--- src/logic/lbr_pkg.sv ---
`default_nettype none
package lbr_pkg;
  // ----------------------------------------------------------------
  // Register map
  // ----------------------------------------------------------------
  localparam logic [7:0]  SPACE2_BRD_OFFSET = 8'h30;
  localparam logic [31:0] SPACE2_BRD_RESET  = 32'h0080_0000;
  // ----------------------------------------------------------------
  // Field positions
  // ----------------------------------------------------------------
  localparam int BURST_EN_BIT   = 0;
  localparam int READY_EN_BIT   = 1;
  localparam int BURST_TERMINATE_IN_N_EN_BIT   = 2;
  localparam int PF_COUNT_LSB   = 3;
  localparam int PF_EN_BIT      = 5;
  localparam int RAD_LSB        = 6;
  localparam int RDD_LSB        = 11;
  localparam int XDA_LSB        = 13;
  localparam int WAD_LSB        = 15;
  localparam int WDD_LSB        = 20;
  localparam int WIDTH_LSB      = 22;
  localparam int BIG_ENDIAN_BIT = 24;
  localparam int UPPER_LANE_BIT = 25;
  localparam int RD_DELAY_LSB   = 26;
  localparam int WR_DELAY_LSB   = 28;
  localparam int WR_HOLD_LSB    = 30;
  // ----------------------------------------------------------------
  // Encodings and counts
  // ----------------------------------------------------------------
  localparam logic [1:0] WIDTH_8  = 2'h0;
  localparam logic [1:0] WIDTH_16 = 2'h1;
  localparam logic [4:0] NO_BURST_TERMINATE_IN_N_MAX_BEATS = 5'h04;
  localparam logic [4:0] PF_BEATS_01 = 5'h04;
  localparam logic [4:0] PF_BEATS_10 = 5'h08;
  localparam logic [4:0] PF_BEATS_11 = 5'h10;
  localparam logic [4:0] BEAT_SAT    = 5'h1f;
  typedef enum logic [2:0] {
    ST_IDLE = 3'b000,
    ST_ADDR = 3'b001,
    ST_WAD  = 3'b010,
    ST_DATA = 3'b011,
    ST_DD   = 3'b100,
    ST_HOLD = 3'b101,
    ST_XDA  = 3'b110
  } cyc_state_e;
endpackage
`default_nettype wire

--- src/logic/local_space2_bus_region_config.sv ---
// Notes on behaviour
// - Burst only with burst enable and nonzero prefetch.
// - Bit 1 enables waiting on local ready.
// - Terminate input disabled limits bursts to four.
// - Prefetch count field selects none, 4, 8, 16.
// - Count disabled: prefetch until host stops.
// - Read address-to-data waits, 0 to 31.
// - Read data-to-data waits between burst beats.
// - Data-to-address waits float the write data.
// - Write address-to-data waits hold data valid.
// - Write data-to-data waits between burst beats.
// - Width field 8/16/32, resets to 32.
// - Bit 24 selects big or little endian.
// - Bit 25 places narrow big endian lanes.
// - Read strobe after delay, only if delay within waits.
// - Write strobe after delay, only if delay within waits.
// - Write hold clocks extend cycle after strobe.
//
// Design decision made here: the address-and-strobe port.
`default_nettype none
module local_space2_bus_region_config (
  input  wire logic        clk_sys,
  input  wire logic        rst_b,
  input  wire logic [7:0]  reg_addr,
  input  wire logic [31:0] reg_wdata,
  input  wire logic        reg_write,
  input  wire logic        reg_read,
  output logic      [31:0] reg_rdata,
  input  wire logic        req_start,
  input  wire logic        req_write,
  input  wire logic [31:0] req_addr,
  input  wire logic [31:0] req_wdata,
  input  wire logic [4:0]  req_beats,
  input  wire logic        host_stop,
  output logic             busy,
  output logic             beat_done,
  output logic             done,
  output logic      [31:0] rdata,
  input  wire logic [31:0] local_addr_data_bus_in,
  output logic      [31:0] local_addr_data_bus_out,
  output logic             local_addr_data_bus_oe,
  output logic             addr_strobe,
  output logic             read_strobe_n,
  output logic             write_strobe_n,
  input  wire logic        local_ready_in_n,
  input  wire logic        burst_terminate_in_n
);
  // ----------------------------------------------------------------
  // Register
  // ----------------------------------------------------------------
  logic [31:0] space2_bus_region_descriptor;
  always_ff @(posedge clk_sys or negedge rst_b) begin
    if (!rst_b) begin
      space2_bus_region_descriptor <= lbr_pkg::SPACE2_BRD_RESET;
    end else if (reg_write && reg_addr == lbr_pkg::SPACE2_BRD_OFFSET) begin
      space2_bus_region_descriptor <= reg_wdata;
    end
  end
  // Read data stands for exactly one cycle; unmapped reads return zero.
  always_ff @(posedge clk_sys or negedge rst_b) begin
    if (!rst_b) begin
      reg_rdata <= 32'h0000_0000;
    end else if (reg_read && reg_addr == lbr_pkg::SPACE2_BRD_OFFSET) begin
      reg_rdata <= space2_bus_region_descriptor;
    end else begin
      reg_rdata <= 32'h0000_0000;
    end
  end
  // ----------------------------------------------------------------
  // Field decode
  // ----------------------------------------------------------------
  logic [31:0] cfg;
  logic       burst_en, ready_en, burst_terminate_in_n_en, pf_en, big_endian, upper_lane;
  logic [1:0] pf_count, width, rdd, xda, wdd, rd_delay, wr_delay, wr_hold;
  logic [4:0] rad, wad;
  assign cfg        = space2_bus_region_descriptor;
  assign burst_en   = cfg[lbr_pkg::BURST_EN_BIT];
  assign ready_en   = cfg[lbr_pkg::READY_EN_BIT];
  assign burst_terminate_in_n_en   = cfg[lbr_pkg::BURST_TERMINATE_IN_N_EN_BIT];
  assign pf_en      = cfg[lbr_pkg::PF_EN_BIT];
  assign big_endian = cfg[lbr_pkg::BIG_ENDIAN_BIT];
  assign upper_lane = cfg[lbr_pkg::UPPER_LANE_BIT];
  assign pf_count   = cfg[lbr_pkg::PF_COUNT_LSB +: 2];
  assign width      = cfg[lbr_pkg::WIDTH_LSB +: 2];
  assign rdd        = cfg[lbr_pkg::RDD_LSB +: 2];
  assign xda        = cfg[lbr_pkg::XDA_LSB +: 2];
  assign wdd        = cfg[lbr_pkg::WDD_LSB +: 2];
  assign rd_delay   = cfg[lbr_pkg::RD_DELAY_LSB +: 2];
  assign wr_delay   = cfg[lbr_pkg::WR_DELAY_LSB +: 2];
  assign wr_hold    = cfg[lbr_pkg::WR_HOLD_LSB +: 2];
  assign rad        = cfg[lbr_pkg::RAD_LSB +: 5];
  assign wad        = cfg[lbr_pkg::WAD_LSB +: 5];

  // ----------------------------------------------------------------
  // Byte lane placement
  // ----------------------------------------------------------------
  // The same mapping serves both directions: a narrow port only ever uses
  // one lane group, so extraction is the mirror of placement.
  function automatic logic [31:0] to_lanes(input logic [31:0] w);
    logic [31:0] r;
    r = w;
    if (big_endian) begin
      if (width == lbr_pkg::WIDTH_8) begin
        r = upper_lane ? {w[7:0], 24'h000000} : {24'h000000, w[7:0]};
      end else if (width == lbr_pkg::WIDTH_16) begin
        r = upper_lane ? {w[7:0], w[15:8], 16'h0000} : {16'h0000, w[7:0], w[15:8]};
      end else begin
        r = {w[7:0], w[15:8], w[23:16], w[31:24]};
      end
    end
    return r;
  endfunction
  function automatic logic [31:0] from_lanes(input logic [31:0] b);
    logic [31:0] r;
    r = b;
    if (big_endian) begin
      if (width == lbr_pkg::WIDTH_8) begin
        r = {24'h000000, upper_lane ? b[31:24] : b[7:0]};
      end else if (width == lbr_pkg::WIDTH_16) begin
        r = upper_lane ? {16'h0000, b[23:16], b[31:24]} : {16'h0000, b[7:0], b[15:8]};
      end else begin
        r = {b[7:0], b[15:8], b[23:16], b[31:24]};
      end
    end
    return r;
  endfunction

  // ----------------------------------------------------------------
  // Cycle engine
  // ----------------------------------------------------------------
  // Every count below ticks on clk_sys, which is the local bus clock.
  lbr_pkg::cyc_state_e state, next_state;
  logic [5:0]  cnt, next_cnt;
  logic [4:0]  beat, next_beat, limit, pf_len, ad_waits;
  logic [1:0]  dd_waits, strobe_delay;
  logic        wr, next_wr, unlimited, burst_ok, beat_ok, last, strobe_ok;
  logic [31:0] addr_q;

  // At the start edge the stored direction is stale, so the request picks the fields.
  assign next_wr      = (state == lbr_pkg::ST_IDLE) ? req_write : wr;
  assign ad_waits     = next_wr ? wad : rad;
  assign dd_waits     = next_wr ? wdd : rdd;
  assign strobe_delay = next_wr ? wr_delay : rd_delay;
  assign strobe_ok    = {3'h0, strobe_delay} <= ad_waits;
  assign burst_ok     = burst_en && pf_count != 2'h0;
  assign beat_ok      = state == lbr_pkg::ST_DATA && (!ready_en || !local_ready_in_n);

  always_comb begin
    case (pf_count)
      2'h1:    pf_len = lbr_pkg::PF_BEATS_01;
      2'h2:    pf_len = lbr_pkg::PF_BEATS_10;
      2'h3:    pf_len = lbr_pkg::PF_BEATS_11;
      default: pf_len = 5'h01;
    endcase
  end
  // Writes take their length from the requester; reads from the prefetch setup.
  always_comb begin
    unlimited = 1'b0;
    if (!burst_ok) begin
      limit = 5'h01;
    end else if (wr) begin
      limit = (req_beats == 5'h00) ? 5'h01 : req_beats;
    end else if (pf_en) begin
      limit = pf_len;
    end else begin
      limit     = lbr_pkg::BEAT_SAT;
      unlimited = 1'b1;
    end
    if (!burst_terminate_in_n_en && limit > lbr_pkg::NO_BURST_TERMINATE_IN_N_MAX_BEATS) begin
      limit     = lbr_pkg::NO_BURST_TERMINATE_IN_N_MAX_BEATS;
      unlimited = 1'b0;
    end
  end
  assign last = (beat + 5'h01 >= limit && !unlimited)
             || (burst_terminate_in_n_en && !burst_terminate_in_n)
             || (unlimited && host_stop);

  always_comb begin
    next_state = state;
    next_cnt   = cnt;
    next_beat  = beat;
    case (state)
      lbr_pkg::ST_IDLE: begin
        next_cnt  = 6'h00;
        next_beat = 5'h00;
        if (req_start) begin
          next_state = lbr_pkg::ST_ADDR;
        end
      end
      lbr_pkg::ST_ADDR, lbr_pkg::ST_WAD: begin
        if (cnt >= {1'b0, ad_waits}) begin
          next_state = lbr_pkg::ST_DATA;
        end else begin
          next_state = lbr_pkg::ST_WAD;
          next_cnt   = cnt + 6'h01;
        end
      end
      lbr_pkg::ST_DATA: begin
        if (beat_ok) begin
          next_cnt = 6'h00;
          if (beat != lbr_pkg::BEAT_SAT) begin
            next_beat = beat + 5'h01;
          end
          if (!last) begin
            next_state = (dd_waits != 2'h0) ? lbr_pkg::ST_DD : lbr_pkg::ST_DATA;
          end else if (wr && wr_hold != 2'h0) begin
            next_state = lbr_pkg::ST_HOLD;
          end else if (xda != 2'h0) begin
            next_state = lbr_pkg::ST_XDA;
          end else begin
            next_state = lbr_pkg::ST_IDLE;
          end
        end
      end
      lbr_pkg::ST_DD: begin
        next_cnt = cnt + 6'h01;
        if (cnt + 6'h01 >= {4'h0, dd_waits}) begin
          next_state = lbr_pkg::ST_DATA;
          next_cnt   = 6'h00;
        end
      end
      lbr_pkg::ST_HOLD: begin
        next_cnt = cnt + 6'h01;
        if (cnt + 6'h01 >= {4'h0, wr_hold}) begin
          next_cnt   = 6'h00;
          next_state = (xda != 2'h0) ? lbr_pkg::ST_XDA : lbr_pkg::ST_IDLE;
        end
      end
      lbr_pkg::ST_XDA: begin
        next_cnt = cnt + 6'h01;
        if (cnt + 6'h01 >= {4'h0, xda}) begin
          next_state = lbr_pkg::ST_IDLE;
        end
      end
      default: begin
        next_state = lbr_pkg::ST_IDLE;
      end
    endcase
  end

  always_ff @(posedge clk_sys or negedge rst_b) begin
    if (!rst_b) begin
      state <= lbr_pkg::ST_IDLE;
      cnt   <= 6'h00;
      beat  <= 5'h00;
    end else begin
      state <= next_state;
      cnt   <= next_cnt;
      beat  <= next_beat;
    end
  end
  // Direction and address are frozen at the start so the fields stay coherent.
  always_ff @(posedge clk_sys or negedge rst_b) begin
    if (!rst_b) begin
      wr     <= 1'b0;
      addr_q <= 32'h0000_0000;
    end else if (state == lbr_pkg::ST_IDLE && req_start) begin
      wr     <= req_write;
      addr_q <= req_addr;
    end
  end

  // ----------------------------------------------------------------
  // Registered pin and status outputs
  // ----------------------------------------------------------------
  logic next_strobe, next_oe;
  assign next_strobe = strobe_ok && (next_state == lbr_pkg::ST_DATA
                    || ((next_state == lbr_pkg::ST_ADDR || next_state == lbr_pkg::ST_WAD)
                        && next_cnt >= {4'h0, strobe_delay}));
  // Write data drives through address waits, beats and hold, never in XDA.
  assign next_oe = next_state == lbr_pkg::ST_ADDR
                || (next_wr && (next_state == lbr_pkg::ST_WAD || next_state == lbr_pkg::ST_DATA
                    || next_state == lbr_pkg::ST_DD || next_state == lbr_pkg::ST_HOLD));

  always_ff @(posedge clk_sys or negedge rst_b) begin
    if (!rst_b) begin
      local_addr_data_bus_out <= 32'h0000_0000;
      local_addr_data_bus_oe  <= 1'b0;
      addr_strobe             <= 1'b0;
      read_strobe_n           <= 1'b1;
      write_strobe_n          <= 1'b1;
    end else begin
      local_addr_data_bus_out <= (next_state == lbr_pkg::ST_ADDR)
                               ? ((state == lbr_pkg::ST_IDLE) ? req_addr : addr_q)
                               : to_lanes(req_wdata);
      local_addr_data_bus_oe  <= next_oe;
      addr_strobe             <= next_state == lbr_pkg::ST_ADDR;
      read_strobe_n           <= !(next_strobe && !next_wr);
      write_strobe_n          <= !(next_strobe && next_wr);
    end
  end
  always_ff @(posedge clk_sys or negedge rst_b) begin
    if (!rst_b) begin
      busy      <= 1'b0;
      beat_done <= 1'b0;
      done      <= 1'b0;
      rdata     <= 32'h0000_0000;
    end else begin
      busy      <= next_state != lbr_pkg::ST_IDLE;
      beat_done <= beat_ok;
      done      <= state != lbr_pkg::ST_IDLE && next_state == lbr_pkg::ST_IDLE;
      if (beat_ok && !wr) begin
        rdata <= from_lanes(local_addr_data_bus_in);
      end
    end
  end
endmodule
`default_nettype wire

--- config.mk ---
export PLATFORM = sky130hd
export DESIGN_NAME = local_space2_bus_region_config
export DESIGN_NICKNAME = d
export VERILOG_FILES = /design/src/logic/lbr_pkg.sv /design/src/logic/local_space2_bus_region_config.sv
export SDC_FILE = /design/constraint.sdc
export NUM_CORES = 1
export LEC_CHECK = 0
export BUFFER_PORTS_ARGS = -buffer_cell sky130_fd_sc_hd__buf_2
export CORE_ASPECT_RATIO = 2
export CORE_MARGIN = 10
export CORE_UTILIZATION = 25
export DETAILED_ROUTE_END_ITERATION = 8
export GPL_TIMING_DRIVEN = 0
export PLACE_DENSITY = 0.44
export RECOVER_POWER = 25
export REMOVE_ABC_BUFFERS = 1
export SYNTH_ARGS = -nofsm -noshare
export SYNTH_HDL_FRONTEND = slang
export SYNTH_SLANG_ARGS = --single-unit
export TNS_END_PERCENT = 30
--- constraint.sdc ---
create_clock -name clk_sys -period 5.1 [get_ports clk_sys]
set_input_delay 1.02 -clock clk_sys [delete_from_list [all_inputs] [get_ports clk_sys]]
set_output_delay 1.02 -clock clk_sys [all_outputs]
set_load 0.01 [all_outputs]
==> impl_metrics.toml <==
[sta]
tightest_slew_ps = 3610
hold_violations = 0
rsz0062_at_grt = "no"
setup_viol = 0
skew_ps = 13.9
max_freq_mhz = 202
postLayoutSetupSlackWorst_ps = 155
tns_ps = 0
maxSlewViolCount = 75
final.period_utilization = 0.970
layout_min_cycle_time_ps = 4940
max_slew_margin = -1.40

[critical_path]
slowest_stage = "dfrtp_1"
rr_worst_depth = 16
crit_cells = 16
crit_type = "flip-flop to flip-flop"
cp_top_family = "compound AO/OA/AOI/OAI gates"
critPathBufInv = 1
path_cells = "nor3_4, mux2i_4, mux2i_1, ha_1, a211oi_1, o211ai_1, a21oi_1, mux2i_1, inv_1, ha_1, nand2b_1, a211o_1, a211o_1, nor3_1, o22ai_1, nand4b_1"
cp.required_ps = 5480
setup.worst_path.end_class = "flip-flop"
start_kind = "flip-flop"
cp_max_fo = 14
slowest_delay_ps = 570
arrival_ps = 5320

[clock_network]
cts_tree = "yes"
root_buffer = "clkbuf_16"
path_clk_slew_ps = 70
cts.sinks = 150
cts_buffers = 17
insertion_delay_ps = 450
cts_max_level = 4
clockBufferDepth = 2

[layout]
post-route-cell-area_um2 = 10100
fillCellCount = 3294
seq_area_um2 = 3760
layout.nets = 1222
areaGrowthSynthToFinish_pct = 30.3
multi_input_area_um2 = 3700
utilization = 0.328
layout-drive-gt1-share = 0.327

[placed_design]
io_buffers = 252
hpwl_um = 23700
place_ws_ps = -700
place.gp.congestion = 0.868
placed_cell_area_um2 = 9460

[global_route]
grt_use_met1 = 0.143
grt.overflow.total = 0
grt.met3_usage = 0.0358
grt_pass1_wl_um = 43700
antenna_found_initial = 5
grt_max_degree = 77
track_usage = 0.152
top_usage_layer = "met2"
grt_use_met2 = 0.294
grt_pass1_vias = 7111

[synth]
ys_warn_count = 0
synth_edf_count = 0
synth_ff_type = "dfrtp_1"
synth.top_cell.area_share = 0.475
synth-seq-cells = 150
synthCells = 815
synth.avg_cell_area_um2 = 9.51
synth_area_um2 = 7750
seq_area_frac_synth = 0.485
async_reset_ff_frac = 1.00
yosysUniqueCellTypes = 61
yosysTopAreaCell = "dfrtp_1"
synthTopCellsByArea = "dfrtp_1 47%, o21ai_0 5.4%, nand2_1 5.2%"

[status]
violations = "max-capacitance violations, max-slew violations"
run_status = "complete, but fails checks"

[pwr]
p_sw_uw = 1850
seqPwrFrac = 0.351
powerDensity_nw_per_um2 = 466
vdd_ir_drop_max_mv = 0.213
finalPower_uw = 4700
comb_power_share = 0.376
p_leak_uw = 0.00505
switching_share = 0.392
clockPowerShare = 0.273
p_int_uw = 2860

[floorplanning]
die_w_um = 144
start_util = 0.252
dieArea_um2 = 38900
core_area_um2 = 30700
die_y_um = 269
rows = 91
ios = 253

[routing]
postRouteAntennaNets = 0
routed_wl_um = 30200
drtPass1Iterations = 4
viasPerCell = 4.82
first_iter_violations = 281
drc = 0
wl_per_cell_um = 21.0
vias = 6932

[run]
cap_violations = 1

[min_path]
hold_class = "flip-flop to flip-flop"
worstHoldPathCells = 2
[synthesized netlist by cell type, types with 5 or more instances]
cell / number
dfrtp_1: 147
nand2_1: 108
o21ai_0: 84
a21oi_1: 46
clkbuf_1: 42
nor2b_1: 38
inv_1: 36
and3_1: 34
nor2_1: 32
mux2_2: 31
ha_1: 23
mux2i_1: 23
o21ai_1: 22
a31oi_1: 11
o211ai_1: 11
o21a_1: 11
o221ai_1: 10
o22ai_1: 10
nand3_1: 8
nor3_1: 7
a211oi_1: 6
buf_1: 5
mux2_1: 5
nand2b_1: 5
[metal layers]
layer	share of wire	up-vias
li1	-	3366
met5	0.00076	-
met4	0.037	4
met1	0.34	3302
met3	0.047	53
met2	0.58	207
[path summary, 6_finish.rpt]
check                                           from                                    end  slack, ps
worst max-delay path              state[2]$_DFF_PN0_               write_strobe_n$_DFF_PN1_        160
worst min-delay path            rdata[4]$_DFFE_PN0P_                   rdata[4]$_DFFE_PN0P_        480
worst max register to register    state[2]$_DFF_PN0_               write_strobe_n$_DFF_PN1_        160
worst min register to register  rdata[4]$_DFFE_PN0P_                   rdata[4]$_DFFE_PN0P_        480
max in group asynchronous                      rst_b                    cfg[24]$_DFFE_PN0P_        840
min in group asynchronous                      rst_b  local_addr_data_bus_out[30]$_DFF_PN0_       1910
[cells in the final DEF, fill, tap and decap left out, types with 5 or more instances in the layout]
cell	count
o211ai_1	11
nor3_1	7
o22ai_1	10
inv_1	35
mux2_2	31
clkbuf_16	17
o21ai_0	83
mux2i_1	23
nand2_1	107
dfrtp_1	146
nor2_1	31
and3_1	34
o221ai_1	10
nor2b_1	38
o21a_1	11
a211oi_1	6
mux2_1	5
a31oi_1	11
ha_1	23
a21oi_1	45
nand3_1	8
o21ai_1	22
buf_2	251
[registers in the layout, summed over array words and instances, names as in the netlist]
signal and count:
cfg 32, reg_rdata 32, cnt 6, state 3, read_strobe_n 1, local_addr_data_bus_oe 1, wr 1, local_addr_data_bus_out 32
beat_done 1, rdata 32, addr_strobe 1, write_strobe_n 1, beat 5, done 1, busy 1
[logic make-up (layout without fill, tap and decap cells)]
kind of cell | after synthesis | in the layout | synth area share
flops | 150 | 150 | 0.485
mux | 60 | 60 | 0.0838
compound gates | 234 | 234 | 0.181
xor+xnor | 5 | 5 | 0.00565
buf+inv | 86 | 333 | 0.0420
other cells | 0 | 3 | 0
fa+ha+maj | 23 | 23 | 0.0371
simple gates | 257 | 257 | 0.166
[final cells by class]
| type | instances | area share |
|---|---|---|
| tap | 372 | 0.0461 |
| sequential | 150 | 0.372 |
| inverter | 37 | 0.0138 |
| antenna | 3 | 0.000743 |
| clock inverter | 15 | 0.0164 |
| clock buffer | 17 | 0.0421 |
| multi-input combinational | 579 | 0.366 |
| timing repair buffer | 264 | 0.143 |
[per-stage QoR]
step	cells	hold WS, ps
global route	1437	503
CTS	1434	486
detailed placement	1398	470
global placement	1390	463
floorplan	766	456
finish	1437	476
[worst register-to-register path: cells and delay by family (launching register included)]
family	cells	cell delay [ps]
buffers and inverters	1	90
flip-flops	1	570
multiplexers	3	950
AND/OR/NAND/NOR	4	940
adder cells (fa/ha/maj)	2	540
AO/OA/AOI/OAI	6	1780
[power by group through the flow]
stage	clock, uW	sequential (uW)	combinational, uW
global placement	0	1680	1710
finish	1290	1650	1770
detailed placement	0	1670	1760
global route	1380	1690	1960
floorplan	0	1750	900
CTS	1330	1650	1810
[repair_timing]
| item | CTS | global route |
|---|---|---|
| gates resized for setup | 1 | 2 |
| buffers inserted | 4 | 0 |
| setup endpoints to repair | 2 | 2 |
| pin swaps | 0 | 0 |
| hold buffers | 0 | 0 |
Note: power is estimated with default switching activity, not from simulation.
